<file path="src/rtl/fault_sup_pkg.sv">
// constants and state codes for the led driver fault supervisor
// assumes all fault indications arrive already digitised and synchronous to clk_sys
// What this block does
// - startup pin short holds soft-start, no flag
// - short gone, soft-start released automatically
// - open pin raises output target until overvoltage
// - turn off unregulated strings, lower output again
// - current-set overcurrent stops boost and sinks, no flag
// - current-set fault gone, regulation resumes automatically
// - freq-set overcurrent flags, turns everything off
// - freq-set fault gone, restart through soft-start
// - overvoltage stops switching only, resumes when lower
// - led short removes only that string
// - overtemperature turns everything off, restarts automatically
// - input undervoltage turns off, clears latched faults
// - enable low long clears latch, high re-enables
// - long enable low clears faults, sinks off
package fault_sup_pkg;

    localparam int unsigned sys_clk_hz    = 250_000_000;
    localparam int unsigned sw_clk_hz     = 2_000_000;
    // switching clock derived as an enable from the system clock
    localparam int unsigned sw_div        = sys_clk_hz / sw_clk_hz;
    localparam int unsigned div_w         = 8;
    // enable low for this many switching clock cycles means shutdown
    localparam int unsigned low_cycles    = 32_750;
    localparam int unsigned low_w         = 15;
    localparam int unsigned n_strings     = 4;

    localparam logic [3:0] all_strings    = 4'hf;
    localparam logic [3:0] no_strings     = 4'h0;

    typedef enum logic [2:0]
    {
        st_off        = 3'b000,
        st_pin_check  = 3'b001,
        st_soft_start = 3'b010,
        st_run        = 3'b011,
        st_open_seek  = 3'b100
    } sup_state_e;

endpackage

</file>
<file path="src/rtl/led_fault_supervisor.sv">
// fault supervisor deciding boost, disconnect switch, sinks and fault flag
// assumes digitised comparator outputs synchronous to clk_sys; one clock domain
`timescale 1ns/10ps
module led_fault_supervisor
#(
    parameter int unsigned DIV_COUNT = fault_sup_pkg::sw_div,
    parameter int unsigned LOW_COUNT = fault_sup_pkg::low_cycles
)
(
    input  wire logic       clk_sys,
    input  wire logic       sys_rst,
    input  wire logic       dim_en,
    input  wire logic       input_uv,
    input  wire logic       overtemp,
    input  wire logic       current_set_over,
    input  wire logic       freq_set_over,
    input  wire logic       overvoltage_trip,
    input  wire logic       latch_event,
    input  wire logic       soft_start_done,
    input  wire logic [3:0] led_sink_pin_short,
    input  wire logic [3:0] led_sink_pin_open,
    input  wire logic [3:0] led_short_det,
    input  wire logic [3:0] in_regulation,
    output logic            boost_en,
    output logic            disconnect_on,
    output logic [3:0]      sink_en,
    output logic            fault_n,
    output logic            soft_start_en,
    output logic            vout_raise,
    output logic            shutdown
);

    fault_sup_pkg::sup_state_e state;
    fault_sup_pkg::sup_state_e next_state;

    logic       low_expired;
    logic       latched;
    logic [3:0] open_off;
    logic [3:0] short_off;
    logic       restart;
    logic       clear_all;
    logic       start_ok;
    logic       pins_clear;
    logic [3:0] open_new;

    // combined per-output permissions, each fault only ever takes away
    logic       next_boost;
    logic       next_disc;
    logic [3:0] next_sinks;
    logic       next_flag;

    // strings still allowed to carry current once removals are applied
    function automatic logic [fault_sup_pkg::n_strings-1:0] live_strings
    (
        input logic [fault_sup_pkg::n_strings-1:0] open_mask,
        input logic [fault_sup_pkg::n_strings-1:0] short_mask
    );
        return ~open_mask & ~short_mask;
    endfunction

    // a fresh start forgets every string removal of the last run
    function automatic logic restarting
    (
        input fault_sup_pkg::sup_state_e s
    );
        return s == fault_sup_pkg::st_pin_check;
    endfunction

    enable_low_timer
    #(
        .DIV_COUNT (DIV_COUNT),
        .LOW_COUNT (LOW_COUNT)
    )
    u_low_timer
    (
        .clk_sys     (clk_sys),
        .sys_rst     (sys_rst),
        .dim_en      (dim_en),
        .low_expired (low_expired)
    );

    // conditions that send the device back through soft-start
    assign restart   = freq_set_over || overtemp;
    assign clear_all = input_uv || low_expired;

    // a start needs supply, enable and no latched fault pending
    assign start_ok   = !input_uv && !low_expired && dim_en && !latched;
    assign pins_clear = led_sink_pin_short == fault_sup_pkg::no_strings;
    // only strings not yet removed may start a new open search
    assign open_new   = led_sink_pin_open & live_strings(open_off, short_off);

    always_comb
    begin
        next_state = state;
        case (state)
            fault_sup_pkg::st_off:
            begin
                if (start_ok)
                    next_state = fault_sup_pkg::st_pin_check;
            end
            fault_sup_pkg::st_pin_check:
            begin
                // only moves on to soft-start once no pin reads shorted
                if (pins_clear && !restart)
                    next_state = fault_sup_pkg::st_soft_start;
            end
            fault_sup_pkg::st_soft_start:
            begin
                if (soft_start_done)
                    next_state = fault_sup_pkg::st_run;
            end
            fault_sup_pkg::st_run:
            begin
                if (open_new != fault_sup_pkg::no_strings)
                    next_state = fault_sup_pkg::st_open_seek;
            end
            fault_sup_pkg::st_open_seek:
            begin
                if (overvoltage_trip)
                    next_state = fault_sup_pkg::st_run;
            end
            default:
            begin
                next_state = fault_sup_pkg::st_off;
            end
        endcase
        if (restart && state != fault_sup_pkg::st_off)
            next_state = fault_sup_pkg::st_pin_check;
        if (clear_all || latched)
            next_state = fault_sup_pkg::st_off;
    end

    // sync reset only; every input already lives in this clock domain
    always_ff @(posedge clk_sys)
    begin
        if (sys_rst)
            state <= fault_sup_pkg::st_off;
        else
            state <= next_state;
    end

    // latched fault: a new event in the clearing cycle still sets it
    always_ff @(posedge clk_sys)
    begin
        if (sys_rst)
            latched <= 1'b0;
        else if (latch_event)
            latched <= 1'b1;
        else if (clear_all)
            latched <= 1'b0;
    end

    // strings found open stay off until the next start
    always_ff @(posedge clk_sys)
    begin
        if (sys_rst)
            open_off <= fault_sup_pkg::no_strings;
        else if (state == fault_sup_pkg::st_open_seek && overvoltage_trip)
            open_off <= open_off | ~in_regulation;
        else if (clear_all || restarting(state))
            open_off <= fault_sup_pkg::no_strings;
    end

    // shorted strings are removed; detection beats a same-cycle clear
    always_ff @(posedge clk_sys)
    begin
        if (sys_rst)
            short_off <= fault_sup_pkg::no_strings;
        else if (state != fault_sup_pkg::st_off && led_short_det != fault_sup_pkg::no_strings)
            short_off <= short_off | led_short_det;
        else if (clear_all || restarting(state))
            short_off <= fault_sup_pkg::no_strings;
    end

    always_comb
    begin
        next_boost = 1'b1;
        next_disc  = 1'b1;
        next_sinks = fault_sup_pkg::all_strings;
        next_flag  = 1'b0;
        case (state)
            fault_sup_pkg::st_off:
            begin
                next_boost = 1'b0;
                next_disc  = 1'b0;
                next_sinks = fault_sup_pkg::no_strings;
            end
            fault_sup_pkg::st_pin_check:
            begin
                // disconnect stays on so the pins can be checked
                next_boost = 1'b0;
                next_sinks = fault_sup_pkg::no_strings;
            end
            fault_sup_pkg::st_soft_start,
            fault_sup_pkg::st_run,
            fault_sup_pkg::st_open_seek:
            begin
                // a live short drops its string on the edge it is first seen
                next_sinks = live_strings(open_off, short_off) & ~led_short_det;
            end
            default:
            begin
                next_boost = 1'b0;
                next_disc  = 1'b0;
                next_sinks = fault_sup_pkg::no_strings;
            end
        endcase
        // dimming low gates the sinks but leaves boost to the analog loop
        if (!dim_en)
            next_sinks = fault_sup_pkg::no_strings;
        if (current_set_over)
        begin
            next_boost = 1'b0;
            next_sinks = fault_sup_pkg::no_strings;
        end
        if (freq_set_over)
        begin
            next_boost = 1'b0;
            next_disc  = 1'b0;
            next_sinks = fault_sup_pkg::no_strings;
            next_flag  = 1'b1;
        end
        if (overvoltage_trip)
            next_boost = 1'b0;
        if (overtemp || input_uv)
        begin
            next_boost = 1'b0;
            next_disc  = 1'b0;
            next_sinks = fault_sup_pkg::no_strings;
        end
        if (latched || latch_event)
        begin
            next_boost = 1'b0;
            next_disc  = 1'b0;
            next_sinks = fault_sup_pkg::no_strings;
        end
        // the flag drops on the clearing edge so it never outlives shutdown
        if ((latched && !clear_all) || latch_event)
            next_flag = 1'b1;
    end

    // registered so the stage never sees a decode glitch between fault inputs
    always_ff @(posedge clk_sys)
    begin
        if (sys_rst)
            boost_en <= 1'b0;
        else
            boost_en <= next_boost;
    end

    // the switch is off in st_off and for faults that must isolate the supply
    always_ff @(posedge clk_sys)
    begin
        if (sys_rst)
            disconnect_on <= 1'b0;
        else
            disconnect_on <= next_disc;
    end

    // per-string enables already carry dimming, removals and fault overrides
    always_ff @(posedge clk_sys)
    begin
        if (sys_rst)
            sink_en <= fault_sup_pkg::no_strings;
        else
            sink_en <= next_sinks;
    end

    // active low so the pull-up reads no fault while the block sits in reset
    always_ff @(posedge clk_sys)
    begin
        if (sys_rst)
            fault_n <= 1'b1;
        else
            fault_n <= !next_flag;
    end

    // taken from the next state so the ramp starts with the state change
    always_ff @(posedge clk_sys)
    begin
        if (sys_rst)
            soft_start_en <= 1'b0;
        else
            soft_start_en <= next_state == fault_sup_pkg::st_soft_start;
    end

    // the target falls back on the edge that leaves the open search
    always_ff @(posedge clk_sys)
    begin
        if (sys_rst)
            vout_raise <= 1'b0;
        else
            vout_raise <= next_state == fault_sup_pkg::st_open_seek;
    end

    // a level that stays high until enable returns, not a pulse
    always_ff @(posedge clk_sys)
    begin
        if (sys_rst)
            shutdown <= 1'b0;
        else
            shutdown <= low_expired;
    end

endmodule

</file>
<file path="src/rtl/enable_low_timer.sv">
// measures how long the dimming/enable input has stayed low
// assumes dim_en is synchronous to clk_sys; counts in switching clock cycles
`timescale 1ns/10ps
module enable_low_timer
#(
    parameter int unsigned DIV_COUNT = fault_sup_pkg::sw_div,
    parameter int unsigned LOW_COUNT = fault_sup_pkg::low_cycles
)
(
    input  wire logic clk_sys,
    input  wire logic sys_rst,
    input  wire logic dim_en,
    output logic      low_expired
);

    logic [fault_sup_pkg::div_w-1:0] div_cnt;
    logic [fault_sup_pkg::low_w-1:0] low_cnt;
    logic                            sw_tick;

    // one-cycle enable at the switching rate
    always_ff @(posedge clk_sys)
    begin
        if (sys_rst || div_cnt == fault_sup_pkg::div_w'(DIV_COUNT - 1))
            div_cnt <= '0;
        else
            div_cnt <= div_cnt + 1'b1;
    end

    assign sw_tick = (div_cnt == fault_sup_pkg::div_w'(DIV_COUNT - 1));

    // counter saturates so expiry stays a level until enable returns
    always_ff @(posedge clk_sys)
    begin
        if (sys_rst || dim_en)
            low_cnt <= '0;
        else if (sw_tick && low_cnt != fault_sup_pkg::low_w'(LOW_COUNT))
            low_cnt <= low_cnt + 1'b1;
    end

    always_ff @(posedge clk_sys)
    begin
        if (sys_rst)
            low_expired <= 1'b0;
        else
            low_expired <= !dim_en && low_cnt == fault_sup_pkg::low_w'(LOW_COUNT);
    end

endmodule

</file>
<file path="config.mk">
export PLATFORM = sky130hd
export DESIGN_NAME = led_fault_supervisor
export DESIGN_NICKNAME = d
export VERILOG_FILES = /design/src/rtl/fault_sup_pkg.sv /design/src/rtl/led_fault_supervisor.sv /design/src/rtl/enable_low_timer.sv
export SDC_FILE = /design/constraint.sdc
export NUM_CORES = 1
export LEC_CHECK = 0
export ABC_AREA = 0
export BUFFER_PORTS_ARGS = -buffer_cell sky130_fd_sc_hd__buf_2
export CAP_MARGIN = 20
export CORE_MARGIN = 2
export CORE_UTILIZATION = 42
export DETAILED_ROUTE_END_ITERATION = 8
export PLACE_DENSITY = 0.71
export REMOVE_ABC_BUFFERS = 1
export SLEW_MARGIN = 20
export SYNTH_ARGS = -nofsm -noshare
export SYNTH_HDL_FRONTEND = slang
export SYNTH_SLANG_ARGS = --single-unit
export TNS_END_PERCENT = 50
</file>
<file path="constraint.sdc">
create_clock -name clk_sys -period 2.2 [get_ports clk_sys]
set_input_delay 0.44 -clock clk_sys [delete_from_list [all_inputs] [get_ports clk_sys]]
set_output_delay 0.44 -clock clk_sys [all_outputs]
set_load 0.02 [all_outputs]
</file>
# Yosys cells after proc, flatten, opt, wreduce, memory -nomap -nowiden
# Index checks and enable logic that the tools add are counted.
[word_totals]
regBits = 46
inputBits = 26
output_inout_bits = 10
elab_cells = 92
[op_classes]
add_sub_neg = 2
n_eq_ne = 9
n_mux = 17
bitwise = 11
reduce_logical = 39
[op_table]
columns = ["cell", "count"]
rows = [
  ["$mux 3", 7],
  ["$not 4->4", 4],
  ["$add 15x1->15 const B", 1],
  ["$eq 15x15->1 const B", 1],
  ["$ne 15x15->1 const B", 1],
  ["$pmux 3 s5", 1],
  ["$and 4x4->4", 3],
  ["$mux 4", 3],
  ["$logic_and 1x1->1", 10],
  ["$eq 3x2->1 const B", 3],
  ["$logic_or 1x1->1", 9],
  ["$add 8x1->8 const B", 1],
  ["$eq 8x7->1 const B", 1],
  ["$or 4x4->4", 2],
  ["$reduce_bool 4->1", 2],
  ["$reduce_or 4->1", 2],
  ["$logic_not 1->1", 7],
  ["$reduce_or 7->1", 1],
  ["$eq 3x3->1 const B", 2],
  ["$mux 1", 6],
  ["$reduce_bool 2->1", 3],
  ["$reduce_or 6->1", 1],
  ["$logic_not 4->1", 1],
  ["$eq 3x1->1 const B", 1],
  ["4 further kinds", 5],
]

# Depth between registers and ports, before layout
# Gate-level depths: netlist (run 1).
[depth]
depth_word = 9
mapped_depth = 7
ltp_nobuf = 7

# Cells and area by module
# A second synthesis (run 1) with hierarchy kept.
[unflattened]
cells_unflattened = 245
hier_area_um2 = 2134.5
[by_module_without_submodules]
columns = ["module", "instances", "cells_per_inst", "area_per_inst_um2", "seq_area_each_um2"]
rows = [
  ["enable_low_timer", 1, 137, 1158.6, 480.5],
  ["led_fault_supervisor", 1, 108, 975.9, 440.4],
]

# Worst setup path before layout (run 1)
# Ideal clock, no wire load.
[synth_timing]
kind = "input to register"
from = "in led_sink_pin_open[1]"
to = "reg soft_start_en"
setup_ps = 115
arrival_ps = 1438
setup_slack_ps = 647
stages = 4
n_path_buf = 0
path_cell_list = "nor3b_1 -> a2111o_1 -> o311a_1 -> o21a_1"
[synth_between]
elab_chain_cells = 7
[synth_lines]
columns = ["element", "line", "rtl"]
rows = [
  ["from (decl)", "led_fault_supervisor.sv:21", "input wire logic [3:0] led_sink_pin_open,"],
  ["$and 4x4->4", "led_fault_supervisor.sv:90", "assign open_new = led_sink_pin_open & live_strings(open_off, short_off);"],
  ["$reduce_bool 4->1", "led_fault_supervisor.sv:114", "if (open_new != fault_sup_pkg::no_strings)"],
  ["$mux 3", "led_fault_supervisor.sv:114", ""],
  ["$pmux 3 s5", "led_fault_supervisor.sv:95", "case (state)"],
  ["$mux 3", "led_fault_supervisor.sv:127", "if (restart && state != fault_sup_pkg::st_off)"],
  ["$mux 3", "led_fault_supervisor.sv:129", "if (clear_all || latched)"],
  ["$eq 3x2->1", "led_fault_supervisor.sv:284", "soft_start_en <= next_state == fault_sup_pkg::st_soft_start;"],
  ["to (signal assigned)", "led_fault_supervisor.sv:284", ""],
  ["to (decl)", "led_fault_supervisor.sv:28", "output logic soft_start_en,"],
]
# No other way between the ends.
# A chain may end at the register's enable or synchronous reset.

# Worst setup path in the final report (run 1)
[layout_timing]
from = "reg u_low_timer.div_cnt[0] in the netlist's numbering"
to = "reg u_low_timer.low_cnt[1] in the netlist's numbering"
[layout_between]
elab_chain_cells = 2
[layout_lines]
columns = ["element", "line", "rtl"]
rows = [
  ["from (decl)", "enable_low_timer.sv:16", "logic [fault_sup_pkg::div_w-1:0] div_cnt;"],
  ["from (signal assigned)", "enable_low_timer.sv:26", "div_cnt <= div_cnt + 1'b1;"],
  ["$eq 8x7->1", "enable_low_timer.sv:29", "assign sw_tick = (div_cnt == fault_sup_pkg::div_w'(DIV_COUNT - 1));"],
  ["$logic_and 1x1->1", "enable_low_timer.sv:36", "else if (sw_tick && low_cnt != fault_sup_pkg::low_w'(LOW_COUNT))"],
  ["to (signal assigned)", "enable_low_timer.sv:37", "low_cnt <= low_cnt + 1'b1;"],
  ["to (decl)", "enable_low_timer.sv:17", "logic [fault_sup_pkg::low_w-1:0] low_cnt;"],
]
# No other way between the ends.

==> run_results.csv, run 1 <==
group,metric,value,unit
run_status,outcome,"complete, no violations",
global_routing,grt_max_degree,17,
drt,wl_met2,2016,µm
finish,diodes,0,
drt,wl_per_cell,12.67,µm
synthesis,yosysTopAreaCell,"dfxtp_1",
setup_path,cpPeakStageDelay,0.37,ns
floorplan,start_util,0.4347,
drt,dr.pass1.iters,4,
sta,worstMarginPinSlew,0.5061,ns
sta,drv_slew,0,
synthesis,syn_avg_cell_area,8.812,µm²
drt,wirelength,4231,µm
sta,period_needed,1.768,ns
placement,port_buffers,35,
clock_network,post_cts_buffers,0,
finish,area_growth,15.17,%
synthesis,synth_cells,233,
sta,finClkSkew,0.007002,ns
synthesis,synth_fa_ha_area_frac,0.02925,
global_routing,antenna_found_initial,0,
synthesis,synthSimpleGateAreaFrac,0.3023,
global_routing,grt_pass1_wl,6879,µm
drt,drt-met1-wl,1952,µm
clock_network,clk_latency,0.30,ns
setup_path,arrival,1.98,ns
min_path,hold_class,"in2reg",
drt,dr_wl_met3,207,µm
power,p_leak,0.0009084,µW
setup_path,required,2.42,ns
sta,max_freq,565.7,MHz
sta,finalSetupViolCount,0,
clock_network,cts_buffer_depth,2,
synthesis,yosys-mux-area-fraction,0,
setup_path,end_kind,"flip-flop",
synthesis,synth_top_family_by_area,"simple AND/OR/NAND/NOR gates",
floorplan,die_area,5464,µm²
sta,timing.hold.ws,0.3172,ns
clock_network,htree_levels,2,
synthesis,yosys_register_bits,46,
power,power,1480,µW
global_routing,gr-total-overflow,0,
floorplan,die_y,73.92,µm
sta,tns,0,ns
drt,vias_per_cell,5.159,
clock_network,clock-sinks,46,
synthesis,synth_edf_count,0,
run,drv_cap,0,
sta,rsz0062_at_grt,"no",
synthesis,synth_cell_type_count,48,
drt,drc_errors,0,
synthesis,synth-compound-area-share,0.1133,
finish,final_common_cell,"dfxtp_1",
power,ir_drop,0.0004278,V
setup_path,cp_top_family,"simple AND/OR/NAND/NOR gates",
finish,fin_nets,296,
clock_network,cts_root_buf,"clkbuf_8",
setup_path,critical_path_buf_inv_count,1,
synthesis,async_reset_ff_frac,0,
drt,top_layer,"met4",
clock_network,hold_buffers,0,
synthesis,synthXorXnorAreaFrac,0.06825,
floorplan,io_pins,36,
setup_path,cp_max_fo,6,
drt,antenna_left,0,
floorplan,num_rows,25,
sta,fin_crit_sh,0.8034,
power,power_density,625.7,nW/µm²
finish,final_cell_mix,"46 x dfxtp_1, 40 x nor2_1, 35 x buf_2, 12 x nand3_1, 11 x nand2_1",
global_routing,track_usage,0.1631,
placement,place_congestion,0.8493,
placement,dp_hpwl,3205,µm
clock_network,cts_tree,"built",
setup_path,cp_slowest_cell,"nor2b_1",
synthesis,syn-cell-area,2053,µm²
finish,utilization,0.5007,
clock_network,cts-resized-gates,0,
drt,vias,1723,
setup_path,crit_type,"reg2reg",
floorplan,die_x,73.92,µm
global_routing,grt_pass1_vias,1574,
drt,drtIter0Drc,86,
synthesis,synth_ff_type,"dfxtp_1",
synthesis,synth_area_leaders,"dfxtp_1 45%, nor2_1 7.3%, xnor2_1 4.3%, nand3_1 2.9%, xor2_1 2.6%",
setup_path,worstSetupStartpointType,"flip-flop",
synthesis,synth_top_area_share,0.4485,
floorplan,coreArea,4723,µm²
clock_network,clkSlewWorstSetupHoldPaths,0.09,ns
clock_network,numCtsBuffers,5,
sta,hold_violations,0,
setup_path,crit_chain,"inv_1, ha_1, nor2b_1, nand3_1, a31oi_2, nor2_1, a211oi_1",
synthesis,synth_seq_area_share,0.4485,
synthesis,synth_warnings,0,
finish,final_layout_size_suffix_gt1_frac,0.2022,
sta,slew_headroom,0.6591,
==> stage by stage <==
| step | worst slack (ns) | cell area, µm² | instances |
|---|---|---|---|
| 5_1_grt | 0.2386 | 2365 | 334 |
| 6_report | 0.4324 | 2365 | 334 |
| 4_1_cts | 0.4455 | 2365 | 334 |
| 3_5_place_dp | 0.4879 | 2271 | 326 |
| 3_3_place_gp | 0.4909 | 2271 | 326 |
| 2_1_floorplan | 0.6474 | 2012 | 224 |
==> kinds of logic after synthesis <==
| family | after synthesis |
|---|---|
| AND/OR/NAND/NOR | 112 |
| buffers and inverters | 19 |
| adder cells (fa/ha/maj) | 5 |
| AO/OA/AOI/OAI | 35 |
| flip-flops | 46 |
| XOR/XNOR | 16 |
==> per-layer routing <==
metal  track usage  vias up
li1              -      885
met1        0.2070      782
met2        0.2718       49
met3       0.03704        7
met4       0.05859        0
met5             0        -
==> layout make-up <==
| type | instances | area [µm²] |
|---|---|---|
| clock buffer | 5 | 68.82 |
| tap | 67 | 83.83 |
| inverter | 10 | 37.54 |
| fill | 458 | 2359 |
| sequential | 46 | 920.9 |
| multi-input combinational | 168 | 1054 |
| timing repair buffer | 35 | 175.2 |
| clock inverter | 3 | 25.02 |
==> cells in the mapped netlist (2+ instances only) <==
cell type	count
inv_1	10
a21oi_1	10
nand4_2	2
dfxtp_1	46
xnor2_1	10
a31oi_1	4
and2_1	3
or3_1	4
nand3_1	12
xor2_1	6
nor3_1	8
ha_1	4
nor2b_1	2
and3_1	5
and4_1	2
clkbuf_1	5
nor3b_1	3
nand4_1	2
nor2_1	40
nor4_1	7
a22oi_1	4
nand2_1	11
o21ai_0	7
buf_2	2
==> power breakdown <==
| group | internal, µW | switching [µW] |
|---|---|---|
| Combinational | 38.5 | 53.0 |
| Sequential | 842 | 10.4 |
| Clock | 230 | 306 |
| Total | 1110 | 369 |
==> state kept, by name (all words and copies together), names as in the netlist, 3 cells and up <==
register             count
open_off                 4
u_low_timer.low_cnt     15
sink_en                  4
short_off                4
u_low_timer.div_cnt      8
state                    3
==> final timing paths <==
path / startpoint / slack (ns) / endpoint / cells after the start
worst max-delay path: u_low_timer.div_cnt[0] / 0.43 / u_low_timer.low_cnt[1] / 7
worst min-delay path: freq_set_over / 0.32 / fault_n / 2
worst max register to register: u_low_timer.div_cnt[0] / 0.43 / u_low_timer.low_cnt[1] / 7
worst min register to register: short_off[1] / 0.46 / sink_en[1] / 1
No activity file was read; power rests on OpenSTA's default activity.
==> run 2, diff against run 1 <==
Settings changed: PLACE_DENSITY 0.71 to 0.73.
Clock period 2.2 ns to 1.45 ns, I/O delays scaled along.
==> run 2 against run 1 <==
  * Maximum frequency up 12%
  * Setup slack worse by 0.56 ns
  * Clock power is 53% higher
  * Largest power group unchanged
  * The run now ends with setup timing left
==> run_results.csv, run 2 (synthesis results as in run 1) <==
group,metric,value,unit
floorplan,num_rows,25,
drt,vias,1945,
global_routing,track_usage,0.1817,
power,p_leak,0.001186,µW
run_status,violations,"setup timing",
setup_path,end_kind,"flip-flop",
setup_path,cp.depth,6,
min_path,hold_class,"in2reg",
global_routing,grt_pass1_vias,1771,
finish,fin_nets,336,
clock_network,numCtsBuffers,5,
setup_path,r2r_start,"u_low_timer.low_cnt[1]",
setup_path,cp_top_family,"simple AND/OR/NAND/NOR gates",
power,power_density,823.0,nW/µm²
sta,worstMarginPinSlew,0.4520,ns
clock_network,cts_tree,"built",
power,ir_drop,0.0007096,V
run,drv_cap,0,
power,internal-power,1724,µW
clock_network,cts_root_buf,"clkbuf_8",
sta,fin_crit_sh,1.086,
setup_path,cpPeakStageDelay,0.39,ns
setup_path,arrival,1.79,ns
drt,wl_per_cell,13.38,µm
finish,largest_reg_flops,15,
drt,wirelength,5004,µm
floorplan,die_y,73.92,µm
setup_path,rrSetupSlack,-0.13,ns
setup_path,r2r.worst_path.cells,6,
floorplan,die_area,5464,µm²
setup_path,r2r_end,"u_low_timer.low_cnt[1]",
placement,dp_cells,363,
drt,antenna_left,0,
sta,finalSetupViolCount,11,
power,p_clk_frac,0.354,
finish,diodes,0,
sta,hold_violations,0,
finish,final_common_cell,"buf_4",
finish,final_cells,374,
clock_network,clkSlewWorstSetupHoldPaths,0.10,ns
finish,largest_registers,"u_low_timer.low_cnt: 15 flops, u_low_timer.div_cnt: 8 flops",
global_routing,grt_pass1_wl,7700,µm
setup_path,critical_path_buf_inv_count,1,
global_routing,grt_max_degree,17,
setup_path,required,1.66,ns
drt,drtIter0Drc,122,
run_status,outcome,"finished with violations",
placement,dp_hpwl,3457,µm
power,switching_share,0.2544,
finish,fillCellCount,403,
setup_path,crit_path_end,"u_low_timer.low_cnt[1]",
floorplan,die_x,73.92,µm
power,p_comb_frac,0.088,
placement,port_buffers,35,
finish,regMostFlops,"u_low_timer.low_cnt",
setup_path,cp_slowest_cell,"dfxtp_1",
finish,final_layout_size_suffix_gt1_frac,0.4007,
clock_network,clock-sinks,46,
sta,finClkSkew,0.009451,ns
floorplan,io_pins,36,
floorplan,coreArea,4723,µm²
sta,drv_slew,0,
clock_network,htree_levels,2,
finish,final_cell_mix,"39 x buf_4, 38 x nor2_1, 37 x dfxtp_1, 35 x buf_2, 11 x nand3_1",
placement,place_congestion,0.8832,
setup_path,crit_type,"reg2reg",
sta,max_freq,634.9,MHz
clock_network,hold_buffers,0,
drt,vias_per_cell,5.201,
setup_path,worstSetupStartpointType,"flip-flop",
sta,slew_headroom,0.6959,
global_routing,gr-total-overflow,0,
sta,rsz0062_at_grt,"yes",
power,power,2312,µW
setup_path,crit_chain,"ha_1, nand3b_1, nor4_4, buf_4, a31oi_4, a211oi_1",
floorplan,start_util,0.4347,
drt,dr.pass1.iters,4,
clock_network,clk_latency,0.30,ns
power,seq_power_share,0.558,
finish,area_growth,36.81,%
sta,timing.hold.ws,0.1653,ns
clock_network,cts_buffer_depth,2,
global_routing,antenna_found_initial,0,
setup_path,startpoint,"u_low_timer.low_cnt[1]",
drt,drc_errors,0,
sta,period_needed,1.575,ns
power,p_switching,588.0,µW
setup_path,cp_max_fo,4,
sta,worst_slack,-0.1251,ns
run 2: cell types whose count changed in the layout (fill, tap and decap cells not counted), moves of 3 or more:
| cell | previous run | this run |
|---|---|---|
| nor4_1 | 7 | 4 |
| dfxtp_1 | 46 | 37 |
| buf_4 | 0 | 39 |
| dfxtp_2 | 0 | 9 |
| nor3_2 | 1 | 4 |
| nor3_1 | 8 | 3 |
run 2: power groups by stage:
stage	clock network [µW]	registers, µW	logic [µW]
2_1_floorplan	0	1320	68.0
3_3_place_gp	0	1320	186
3_5_place_dp	0	1320	188
4_1_cts	837	1290	194
5_1_grt	877	1290	222
6_report	819	1290	203
run 2: per-layer routing:
| layer | track usage | share of wire | vias up |
|---|---|---|---|
| met4 | 0.06263 | 0.012 | 0 |
| met2 | 0.3343 | 0.53 | 62 |
| met5 | 0 | 0 | - |
| met3 | 0.04390 | 0.052 | 8 |
| met1 | 0.2030 | 0.40 | 909 |
| li1 | - | - | 966 |
run 2: cell type report:
cell class | count | area (µm²) | share of cell area
clock buffers | 5 | 68.82 | 0.02450
well taps | 67 | 83.83 | 0.02984
flip-flops and latches | 46 | 932.1 | 0.3318
multi-input cells | 169 | 1194 | 0.4249
inverters | 10 | 37.54 | 0.01336
repair buffers | 74 | 467.9 | 0.1666
clock inverters | 3 | 25.02 | 0.008909
run 2: worst min-delay path by stage:
stage	cells after the start	from	endpoint	slack, ns
floorplan	1	sys_rst	shutdown	0.36
global placement	1	short_off[2]	sink_en[2]	0.44
detailed placement	1	short_off[2]	sink_en[2]	0.44
CTS	2	freq_set_over	fault_n	0.17
global route	2	freq_set_over	fault_n	0.16
finish	2	freq_set_over	fault_n	0.17
run 2: per-stage QoR:
step           setup TNS [ns]  cell area (µm²)  setup WS, ns  utilization
2_1_floorplan         -0.7340             2012       -0.1018            -
3_3_place_gp          -0.6535             2549      -0.09567       0.5396
3_5_place_dp          -0.7296             2549       -0.1010       0.5396
4_1_cts               -0.4354             2710      -0.06753       0.5738
5_1_grt                -2.387             2809       -0.2195       0.5947
6_report              -0.6161             2809       -0.1251       0.5947
run 2: what timing repair did:
item	CTS	global route
gates cloned	1	0
pin swaps	3	2
buffers inserted	0	2
resized for setup	11	24
endpoints found under the setup margin	12	33
endpoints found under the hold margin	0	0
